<file path="src/rtl/ulpics_pkg.sv">
// Shared constants and carrier types for the ULPI command and status codec
package ulpics_pkg;

    // ************************************************************
    // Command byte layout
    // ************************************************************
    localparam logic [1:0] CMD_IDLE     = 2'h0;
    localparam logic [1:0] CMD_TX       = 2'h1;
    localparam logic [1:0] CMD_WR       = 2'h2;
    localparam logic [1:0] CMD_RD       = 2'h3;
    localparam logic [5:0] PAYLOAD_EXT  = 6'h2f;
    localparam logic [5:0] PAYLOAD_RAW  = 6'h00;
    localparam logic [7:0] BUS_IDLE     = 8'h00;

    // ************************************************************
    // Status byte layout and codes
    // ************************************************************
    localparam int         LS_LSB       = 0;
    localparam int         VBUS_LSB     = 2;
    localparam int         EVT_LSB      = 4;
    localparam int         ID_BIT       = 6;
    localparam int         ALT_BIT      = 7;
    localparam logic [1:0] VBUS_LOW     = 2'h0;
    localparam logic [1:0] VBUS_END     = 2'h1;
    localparam logic [1:0] VBUS_SESS    = 2'h2;
    localparam logic [1:0] VBUS_AVLD    = 2'h3;
    localparam logic [1:0] EVT_IDLE     = 2'h0;
    localparam logic [1:0] EVT_ACTIVE   = 2'h1;
    localparam logic [1:0] EVT_ERROR    = 2'h3;
    localparam logic [1:0] EVT_DISCON   = 2'h2;

    // ************************************************************
    // Timing
    // ************************************************************
    localparam int         SYNC_STAGES  = 2;
    localparam int         RX_WAIT_CYC  = 20;

    // ************************************************************
    // Types
    // ************************************************************
    typedef struct packed {
        logic [1:0] lineState;
        logic       sessEnd;
        logic       sessVld;
        logic       aVbusVld;
        logic       rxActive;
        logic       rxError;
        logic       hostDisconnect;
        logic       idPin;
        logic       bvalid;
    } ulpics_status_t;

    typedef struct packed {
        logic           linkClk;
        logic           stp;
        logic [7:0]     data;
        logic           lowPower;
        logic           bvRiseEn;
        logic           bvFallEn;
        ulpics_status_t status;
    } ulpics_pins_t;

    typedef struct packed {
        logic       start;
        logic       noPid;
        logic [3:0] pid;
        logic       byteValid;
        logic [7:0] byteData;
        logic       done;
    } ulpics_tx_t;

    typedef struct packed {
        logic       write;
        logic       read;
        logic [7:0] addr;
        logic [7:0] wdata;
    } ulpics_reg_t;

    typedef enum logic [10:0] {
        S_IDLE   = 11'h001,
        S_TXCMD  = 11'h002,
        S_TX     = 11'h004,
        S_WRCMD  = 11'h008,
        S_WRADDR = 11'h010,
        S_WRDATA = 11'h020,
        S_RDCMD  = 11'h040,
        S_RDADDR = 11'h080,
        S_RDTURN = 11'h100,
        S_RDDATA = 11'h200,
        S_RXSEND = 11'h400
    } ulpics_fsm_t;

    typedef struct packed {
        ulpics_pins_t s1;
        ulpics_pins_t s2;
        logic         clkPrev;
        logic         bvPrev;
        ulpics_fsm_t  state;
        logic [7:0]   cmd;
        logic [6:0]   lastSent;
        logic         forceSend;
        logic         altPending;
        logic         txStarted;
        logic         dir;
        logic         nxt;
        logic [7:0]   dataOut;
        ulpics_tx_t   tx;
        ulpics_reg_t  rg;
    } ulpics_state_t;

endpackage : ulpics_pkg

</file>
<file path="src/rtl/ulpics_codec.sv">
// ULPI command decoder and status byte sender, device end of the bus
// Operation
// Link idles the bus at 00h when it has nothing to send.
// Transmit command is code 01; payload 000000 means raw data with no PID.
// Raw transmit starts on the line only after the following data byte is taken.
// Transmit with payload 00xxxx sends packet with PID from the low four bits.
// Code 10 payload 101111 is extended write: 8-bit address, then data follow.
// Other code 10 payloads write the register at the six-bit payload address.
// Code 11 payload 101111 is extended read: an 8-bit address follows.
// Other code 11 payloads read the register at the six-bit payload address.
// Status goes out by raising dir and placing one status byte on the bus.
// A new status byte is sent whenever any status field changes.
// Link accepts status bytes at any time, including back to back.
// Status byte may be dropped on low-power exit if the cause has vanished.
// Status bits 1:0 carry line state, bit 0 to bit 0.
// Status bits 3:2 carry bus voltage code, bits 5:4 receive event code.
// Status bit 6 follows the cable id pin.
// Status bit 7 flags enabled b-session-valid rise or fall events.
// Any data line change sends a status byte with the new line state.
// Dual-role link picks line state meaning by host or peripheral mode.
// Next is raised once a nonzero command byte is taken.
// While dir is high, next stays low and the bus carries status values; on a register read the code puts the read data there too.
// Event code: 00 idle, 01 active, 11 active with error, 10 disconnect.
// Voltage code: 00 below end, 01 end to valid, 10 to a-valid, 11 above.
module ulpics_codec (
    // Clock and reset
    input  wire logic                       clk,
    input  wire logic                       nrst,
    // ULPI pins, sampled through two flops
    input  wire logic                       ulpiClk,
    input  wire logic                       ulpiStp,
    input  wire logic [7:0]                 ulpiDataIn,
    output logic      [7:0]                 ulpiDataOut,
    output logic                            ulpiDataOe,
    output logic                            ulpiDir,
    output logic                            ulpiNxt,
    // Analog front end status and controls
    input  wire ulpics_pkg::ulpics_status_t status,
    input  wire logic                       lowPower,
    input  wire logic                       bvRiseEn,
    input  wire logic                       bvFallEn,
    // Register file side
    input  wire logic [7:0]                 regRdData,
    output ulpics_pkg::ulpics_reg_t         regReq,
    // Transmit side
    output ulpics_pkg::ulpics_tx_t          txReq
);

    ulpics_pkg::ulpics_state_t q;
    ulpics_pkg::ulpics_state_t d;
    ulpics_pkg::ulpics_pins_t  pinsIn;
    logic [7:0]                rxByte;
    logic [7:0]                busIn;
    logic                      linkEdge;
    logic                      sendNeeded;
    logic                      newAlt;

    // ************************************************************
    // Input gathering and status encoding
    // ************************************************************
    // Pins are bundled so that one two-stage synchroniser covers all of them
    assign pinsIn = '{linkClk: ulpiClk, stp: ulpiStp, data: ulpiDataIn, lowPower: lowPower,
                      bvRiseEn: bvRiseEn, bvFallEn: bvFallEn, status: status};
    assign busIn    = q.s2.data;
    assign linkEdge = q.s2.linkClk && !q.clkPrev;

    ulpics_rxcmd_enc u_enc (
        .clk                    (clk),
        .nrst                   (nrst),
        .status                 (q.s2.status),
        .alternateInterruptFlag (q.altPending),
        .rxByte                 (rxByte)
    );

    // Bit 7 is excluded from the compare: it is a one-shot flag, not a level
    assign sendNeeded = q.forceSend || q.altPending || (rxByte[6:0] != q.lastSent);
    assign newAlt = (q.s2.status.bvalid && !q.bvPrev && q.s2.bvRiseEn) ||
                    (!q.s2.status.bvalid && q.bvPrev && q.s2.bvFallEn);

    // ************************************************************
    // Next state
    // ************************************************************
    always_comb begin
        d              = q;
        d.s1           = pinsIn;
        d.s2           = q.s1;
        d.clkPrev      = q.s2.linkClk;
        d.bvPrev       = q.s2.status.bvalid;
        d.tx.start     = 1'b0;
        d.tx.byteValid = 1'b0;
        d.tx.done      = 1'b0;
        d.rg.write     = 1'b0;
        d.rg.read      = 1'b0;
        if (linkEdge) begin
            case (q.state)
                ulpics_pkg::S_IDLE: begin
                    if (q.s2.stp) begin
                        d.state = ulpics_pkg::S_IDLE;
                    end else if (busIn != ulpics_pkg::BUS_IDLE) begin
                        d.cmd = busIn;
                        d.nxt = 1'b1;
                        case (busIn[7:6])
                            ulpics_pkg::CMD_TX: d.state = ulpics_pkg::S_TXCMD;
                            ulpics_pkg::CMD_WR: d.state = ulpics_pkg::S_WRCMD;
                            default:            d.state = ulpics_pkg::S_RDCMD;
                        endcase
                    end else if (sendNeeded && !q.s2.lowPower) begin
                        // Held off in low power; on exit only a real difference is sent
                        d.dir        = 1'b1;
                        d.dataOut    = rxByte;
                        d.lastSent   = rxByte[6:0];
                        d.forceSend  = 1'b0;
                        d.altPending = 1'b0;
                        d.state      = ulpics_pkg::S_RXSEND;
                    end
                end
                ulpics_pkg::S_TXCMD: begin
                    d.tx.noPid   = (q.cmd[5:0] == ulpics_pkg::PAYLOAD_RAW);
                    d.tx.pid     = q.cmd[3:0];
                    d.txStarted  = 1'b0;
                    d.state      = ulpics_pkg::S_TX;
                    if (q.s2.stp) begin
                        d.tx.done = 1'b1;
                        d.nxt     = 1'b0;
                        d.state   = ulpics_pkg::S_IDLE;
                    end else if (q.cmd[5:0] != ulpics_pkg::PAYLOAD_RAW) begin
                        d.tx.start = 1'b1;
                        d.txStarted = 1'b1;
                    end
                end
                ulpics_pkg::S_TX: begin
                    if (q.s2.stp) begin
                        d.tx.done = 1'b1;
                        d.nxt     = 1'b0;
                        d.state   = ulpics_pkg::S_IDLE;
                    end else begin
                        d.tx.byteValid = 1'b1;
                        d.tx.byteData  = busIn;
                        d.tx.start     = !q.txStarted;
                        d.txStarted    = 1'b1;
                    end
                end
                ulpics_pkg::S_WRCMD: begin
                    if (q.cmd[5:0] == ulpics_pkg::PAYLOAD_EXT) begin
                        d.state = ulpics_pkg::S_WRADDR;
                    end else begin
                        d.rg.addr = {2'h0, q.cmd[5:0]};
                        d.state   = ulpics_pkg::S_WRDATA;
                    end
                end
                ulpics_pkg::S_WRADDR: begin
                    d.rg.addr = busIn;
                    d.state   = ulpics_pkg::S_WRDATA;
                end
                ulpics_pkg::S_WRDATA: begin
                    d.rg.wdata = busIn;
                    d.rg.write = 1'b1;
                    d.nxt      = 1'b0;
                    d.state    = ulpics_pkg::S_IDLE;
                end
                ulpics_pkg::S_RDCMD: begin
                    if (q.cmd[5:0] == ulpics_pkg::PAYLOAD_EXT) begin
                        d.state = ulpics_pkg::S_RDADDR;
                    end else begin
                        d.rg.addr  = {2'h0, q.cmd[5:0]};
                        d.rg.read  = 1'b1;
                        d.nxt      = 1'b0;
                        d.dir      = 1'b1;
                        d.dataOut  = rxByte;
                        d.state    = ulpics_pkg::S_RDTURN;
                    end
                end
                ulpics_pkg::S_RDADDR: begin
                    d.rg.addr = busIn;
                    d.rg.read = 1'b1;
                    d.nxt     = 1'b0;
                    d.dir     = 1'b1;
                    d.dataOut = rxByte;
                    d.state   = ulpics_pkg::S_RDTURN;
                end
                ulpics_pkg::S_RDTURN: begin
                    d.dataOut = regRdData;
                    d.state   = ulpics_pkg::S_RDDATA;
                end
                ulpics_pkg::S_RXSEND: begin
                    if (sendNeeded && !q.s2.lowPower) begin
                        // Back-to-back byte when status moved again
                        d.dataOut    = rxByte;
                        d.lastSent   = rxByte[6:0];
                        d.forceSend  = 1'b0;
                        d.altPending = 1'b0;
                    end else begin
                        d.dir   = 1'b0;
                        d.state = ulpics_pkg::S_IDLE;
                    end
                end
                default: begin
                    d.dir   = 1'b0;
                    d.nxt   = 1'b0;
                    d.state = ulpics_pkg::S_IDLE;
                end
            endcase
        end
        // A new event outranks the clear done by sending the byte
        if (newAlt) begin
            d.altPending = 1'b1;
        end
    end

    // State register; a status byte is owed right after reset
    always_ff @(posedge clk) begin
        if (!nrst) begin
            q           <= '0;
            q.state     <= ulpics_pkg::S_IDLE;
            q.forceSend <= 1'b1;
        end else begin
            q <= d;
        end
    end

    // ************************************************************
    // Outputs
    // ************************************************************
    assign ulpiDir     = q.dir;
    assign ulpiNxt     = q.nxt;
    assign ulpiDataOut = q.dataOut;
    assign ulpiDataOe  = q.dir;
    assign regReq      = q.rg;
    assign txReq       = q.tx;

    // Two link periods plus synchroniser latency, so one missed edge still passes
    localparam int RxWait = ulpics_pkg::RX_WAIT_CYC;
endmodule : ulpics_codec

</file>
<file path="src/rtl/ulpics_rxcmd_enc.sv">
// Status byte encoder: packs line state, bus voltage, receive event, cable id and alt flag
module ulpics_rxcmd_enc (
    // Clock and reset, used by the checks only
    input  wire logic                   clk,
    input  wire logic                   nrst,
    // Synchronised status
    input  wire ulpics_pkg::ulpics_status_t status,
    input  wire logic                   alternateInterruptFlag,
    // Encoded byte
    output logic [7:0]                  rxByte
);

    // ************************************************************
    // Encoders
    // ************************************************************
    // Highest threshold wins, so a comparator glitch low never masks a valid level
    function automatic logic [1:0] vbusCode(input ulpics_pkg::ulpics_status_t s);
        if (s.aVbusVld)     vbusCode = ulpics_pkg::VBUS_AVLD;
        else if (s.sessVld) vbusCode = ulpics_pkg::VBUS_SESS;
        else if (s.sessEnd) vbusCode = ulpics_pkg::VBUS_LOW;
        else                vbusCode = ulpics_pkg::VBUS_END;
    endfunction : vbusCode

    // Disconnect overrides any receive activity
    function automatic logic [1:0] eventCode(input ulpics_pkg::ulpics_status_t s);
        if (s.hostDisconnect) eventCode = ulpics_pkg::EVT_DISCON;
        else if (!s.rxActive) eventCode = ulpics_pkg::EVT_IDLE;
        else if (s.rxError)   eventCode = ulpics_pkg::EVT_ERROR;
        else                  eventCode = ulpics_pkg::EVT_ACTIVE;
    endfunction : eventCode

    // Byte assembly
    always_comb begin
        rxByte = '0;
        rxByte[ulpics_pkg::LS_LSB+:2]   = status.lineState;
        rxByte[ulpics_pkg::VBUS_LSB+:2] = vbusCode(status);
        rxByte[ulpics_pkg::EVT_LSB+:2]  = eventCode(status);
        rxByte[ulpics_pkg::ID_BIT]      = status.idPin;
        rxByte[ulpics_pkg::ALT_BIT]     = alternateInterruptFlag;
    end
endmodule : ulpics_rxcmd_enc

</file>
<file path="config.mk">
export PLATFORM = sky130hd
export DESIGN_NAME = ulpics_codec
export DESIGN_NICKNAME = d
export VERILOG_FILES = /design/src/rtl/ulpics_pkg.sv /design/src/rtl/ulpics_codec.sv /design/src/rtl/ulpics_rxcmd_enc.sv
export SDC_FILE = /design/constraint.sdc
export NUM_CORES = 1
export LEC_CHECK = 0
export BUFFER_PORTS_ARGS = -buffer_cell sky130_fd_sc_hd__clkbuf_2
export CAP_MARGIN = 20
export CORE_AREA = 2 2 107 119
export CTS_CLUSTER_DIAMETER = 30
export DETAILED_ROUTE_END_ITERATION = 8
export DIE_AREA = 0 0 109 121
export GPL_TIMING_DRIVEN = 0
export PLACE_DENSITY = 0.74
export SLEW_MARGIN = 20
export SYNTH_ARGS = -nofsm -noshare
export SYNTH_HDL_FRONTEND = slang
export SYNTH_HIERARCHICAL = 1
export SYNTH_SLANG_ARGS = --single-unit
</file>
<file path="constraint.sdc">
create_clock -name clk -period 4.25 [get_ports clk]
set_clock_uncertainty 0.2 [all_clocks]
set_input_delay 0.2125 -clock clk [delete_from_list [all_inputs] [get_ports clk]]
set_output_delay 0.2125 -clock clk [all_outputs]
set_load 0.02 [all_outputs]
</file>
# After elaboration in Yosys (flattened, before gate mapping)
# Index checks and enable logic that the tools add are counted.
# op_classes
bitwise_logic,3
n_reduce_logical,42
addsub,0
shift,0
order_cmp,0
mux,51
eq_ne,27
n_mul,0
div,0
# ops
operator,n
$pmux W11 S9,1
$mux W9,7
$mux W11,5
$mux W46,1
$pmux W8 S5,1
$mux W8,4
$pmux W8 S3,1
$mux W10,2
$reduce_and A4 Y1,5
$ne A2 B2 Y1 const B,9
$pmux W9 S2,1
$mux W1,14
$pmux W7 S2,1
$reduce_and A3 Y1,4
$eq A11 B1 Y1 const B,1
$eq A11 B11 Y1 const B,1
$eq A11 B2 Y1 const B,1
$eq A11 B3 Y1 const B,1
$eq A11 B4 Y1 const B,1
$eq A11 B5 Y1 const B,1
$eq A11 B6 Y1 const B,1
$eq A11 B7 Y1 const B,1
$eq A11 B8 Y1 const B,1
$eq A11 B9 Y1 const B,1
other kinds (31),57
# word_totals
out_inout_bits,45
memories,0
romBits,0
latch_bits,0
mem_bits_rw,0
input_bits,33
word_cells,174
regBits,121

# Longest topological paths before layout
# depth
ltp_word,12
depth_mapped,10
ltp_nobuf,8

# Hierarchy
# Netlist, hierarchy kept.
# by_module_without_submodules
module,seq_area_each_um2,cells_per_inst,area_per_inst_um2,instances
ulpics_codec,2382.3,532,5097.4,1
ulpics_rxcmd_enc,0.0,8,57.6,1

# Worst setup path before layout
# OpenSTA, ideal clock, no wires.
# synth_timing
kind,register to register
from,register q (netlist bit busIn[6])
to,register with a tool-made name
setup_ps,134
path_stages_with_launch,10
synth_period_minus_slack_ps,2620
path_buffers,1
slack_ps,1630
required_time_ps,3916
arrival_ps,2286
path_cell_list,dfxtp_1 inv_1 ha_1 or4b_1 or4_4 o21a_1 a211o_1 buf_6 a221oi_1 nor3_1
# synth_rtl
element,line,text
from (decl),ulpics_codec.sv:49,ulpics_pkg::ulpics_state_t q;

==> summary.md <==
| Metric | Value |
|---|---|
| Final setup fails | `0` |
| Critical Path Start Type | `flip-flop` |
| Pwr Density | `426 nW/um^2` |
| Die area | `13200 sq um` |
| Async S/R FF share, synth | `0%` |
| I/O pins | `78` |
| Worst hold margin | `3.55 ps` |
| Worst endpoint required time | `4310 ps` |
| Vias | `4144` |
| Critical Path Sink Type | `flip-flop` |
| Pleak | `2.93 nW` |
| Post-synth EDFFs | `0` |
| Initial Utilization | `43.2%` |
| Power share of the combinational group | `7.2%` |
| Mapped Nets | `576` |
| Final period utilization | `72.1%` |
| Num CTS Buffers | `17` |
| Clock buffer depth | `2` |
| WL per Instance | `14.8 microns` |
| Pins Over Slew Limit | `0` |
| Clk network pwr share | `51.8%` |
| Mux cell area share after synthesis | `7.28%` |
| Pin count of the biggest net entering global routing | `17` |
| Worst skew pair latency | `420 ps` |
| Syn avg cell area | `9.55 sq um` |
| Simple-gate share of the synthesized area | `24.7%` |
| Ys flop type | `dfxtp_1` |
| First-pass GRT wire length | `19900 microns` |
| Total gr overflow | `0` |
| PostCTS Resize Cnt | `0` |
| Sw Pwr | `660 uW` |
| Vias per Instance | `4.97` |
| Reg clk slew, reported paths | `60 ps` |
| TritonCTS clock tree | `built` |
| Final Wtd Congestion | `0.881` |
| Seq/Total Area, Yosys | `46.2%` |
| Power share of the sequential group | `41.0%` |
| Die Y | `121 microns` |
| Crit path time final | `3060 ps` |
| Crit-path max FO | `10` |
| Sw Share | `23.3%` |
| XOR/XNOR share of the synthesized area | `2.21%` |
| Clk sinks | `119` |
| H-tree Lvls | `4` |
| Core ar. | `11900 sq um` |
| Commonest non-fill, non-tap cell in the layout | `dfxtp_1` |
| Dpl hpwl | `8720 microns` |
| Post-Synth Adder-Cell Area | `0.728%` |
| Initial antenna violation count | `0` |
| RSZ-0062 raised after global routing | `no` |
| Synth-to-Final Area Change | `29.1%` |
| Synth Instances | `540` |
| Crit Path Class | `flip-flop to flip-flop` |
| Int Pwr | `2.18 mW` |
| DRT iter0 DRCs | `237` |
| Peak supply drop | `0.000324 V` |
| Yosys reg bits | `119` |
| Worst hold path class | `primary input to flip-flop` |
| Post-route ant nets | `0` |
| Relative slew slack | `37.2%` |
| Row Count | `42` |
| # port buffers | `76` |
| Least-Margin Pin Slew | `939 ps` |
| Share of layout cells above drive strength 1 | `26.8%` |
| Width of the die | `109 microns` |
| Flop-to-flop setup slack | `1190 ps` |
| Vias in the first global route | `4079` |
| Main combinational cell family by area after synthesis | `simple AND/OR/NAND/NOR gates` |
| Yosys warnings | `6` |
| Synthesized cell area | `5150 sq um` |
| Post-Route WL | `12300 microns` |
| Most frequent cells in the layout | `dfxtp_1, clkbuf_2, nor2_1, and2_1, buf_4` |
| Detailed Routing Iterations Pass 1 | `4` |
| Max-cap viol count | `0` |
| Compound-Gate Fraction of Synth Area | `8.64%` |
| Global-route usage over all layers | `19.8%` |
| Count of final hold-check violations | `0` |
| Library cells used by synthesis | `58` |
| Antenna cell count | `0` |
| Fmax achieved | `0.326 GHz` |
| DR DRC count | `0` |
| Clock root cell | `clkbuf_16` |
| Sum of negative setup slack | `0 ps` |
| # nets final | `702` |
| Status | `finished clean` |
| WP data arrival | `3130 ps` |
## worst max-delay path, stage by stage, from the launching register on
cell      delay (ps)
dfxtp_1          390
inv_1            130
ha_1             160
or4b_1           460
or4_4            480
o21a_1           220
a211o_1          320
buf_6            180
a221oi_1         270
nor3_1            80
## sequential cells by signal, summed over array words and instances (netlist names), named ones only
signal and count:
q 42, d 25, regReq 18, txReq 16, busIn 8, ulpiDataOe 1, ulpiNxt 1
## per-layer routing
| metal | track usage, % | wire (microns) | share of wire [%] | vias to the layer above |
|---|---|---|---|---|
| li1 | - | - | - | 2071 |
| met1 | 23.4 | 5230 | 42 | 1923 |
| met2 | 33.3 | 6150 | 50 | 118 |
| met3 | 4.19 | 548 | 4.4 | 32 |
| met4 | 10.2 | 394 | 3.2 | 0 |
| met5 | 0 | 0 | 0 | - |
## power by group through the flow
| stage | clock, mW | sequential [mW] | combinational, mW |
|---|---|---|---|
| floorplan | 0 | 1.18 | 0.127 |
| global placement | 0 | 1.18 | 0.175 |
| detailed placement | 0 | 1.19 | 0.179 |
| CTS | 1.49 | 1.16 | 0.203 |
| global route | 1.54 | 1.17 | 0.223 |
| finish | 1.47 | 1.16 | 0.204 |
## per-stage QoR
step,util (%),setup slack [ps],cells,total power [mW],area [sq um]
global route,55.8,891,833,2.93,6650
CTS,55.8,1250,833,2.85,6650
floorplan,-,1630,540,1.31,5150
detailed placement,48.0,1280,770,1.37,5730
finish,55.8,1190,833,2.84,6650
global placement,48.0,1300,770,1.36,5730
## what timing repair did
action / 4_1_cts / 5_1_grt
buffers inserted: 0 / 0
hold buffers: 31 / 0
endpoints found under the hold margin: 31 / 0
## synthesized netlist by cell type (all sizes together), types with 2 or more instances
library cell    n  share of area [%]
ha              3               0.73
nand2          18                1.3
or2             2               0.24
nor3           21                2.2
a22oi           5               0.73
or4             3               0.66
nand2b         10                1.2
a211o           3               0.51
a21o            2               0.29
a221oi          8                1.6
nor2b          14                2.0
xnor2           4               0.68
or3             3               0.36
nor4            9                1.7
xor2            9                1.5
clkbuf         22                1.6
nor2           57                4.4
nand4          11                1.3
nand3          16                1.6
and2           49                5.9
or4b            2               0.39
buf            56                8.2
a211oi          8                1.4
a31oi           2               0.24
dfxtp         119                 46
and4            2               0.34
o2111ai         2               0.34
o21ai           8               0.78
mux2i          36                7.0
nor4b           3               0.51
inv             6               0.44
a21oi          14                1.4
## path summary, 6_finish.rpt
| kind | cells after the start | from | end |
|---|---|---|---|
| setup / recovery | 9 | busIn[6]$_SDFF_PN0_ | flip-flop |
| hold / removal | 2 | nrst | d[73]$_SDFF_PN0_ |
| setup reg to reg | 9 | busIn[6]$_SDFF_PN0_ | flip-flop |
| hold reg to reg | 1 | d[95]$_SDFF_PN0_ | busIn[7]$_SDFF_PN0_ |
## cells by family (layout without fill, tap and decap cells)
logic type | count (synthesis) | after routing
compound gates | 60 | 60
fa+ha+maj | 3 | 3
xor+xnor | 13 | 13
flops | 119 | 119
buf+inv | 84 | 223
mux | 37 | 37
simple gates | 224 | 224
## final cells by class
type	count	area [sq um]
Buffer	78	503
Clock buffer	17	425
Clock inverter	15	190
Fill cell	1030	5280
Inverter	6	22.5
Multi-Input combinational cell	337	2250
Sequential cell	119	2380
Tap cell	154	193
Timing Repair Buffer	107	691
(Power assumes the default switching activity.)
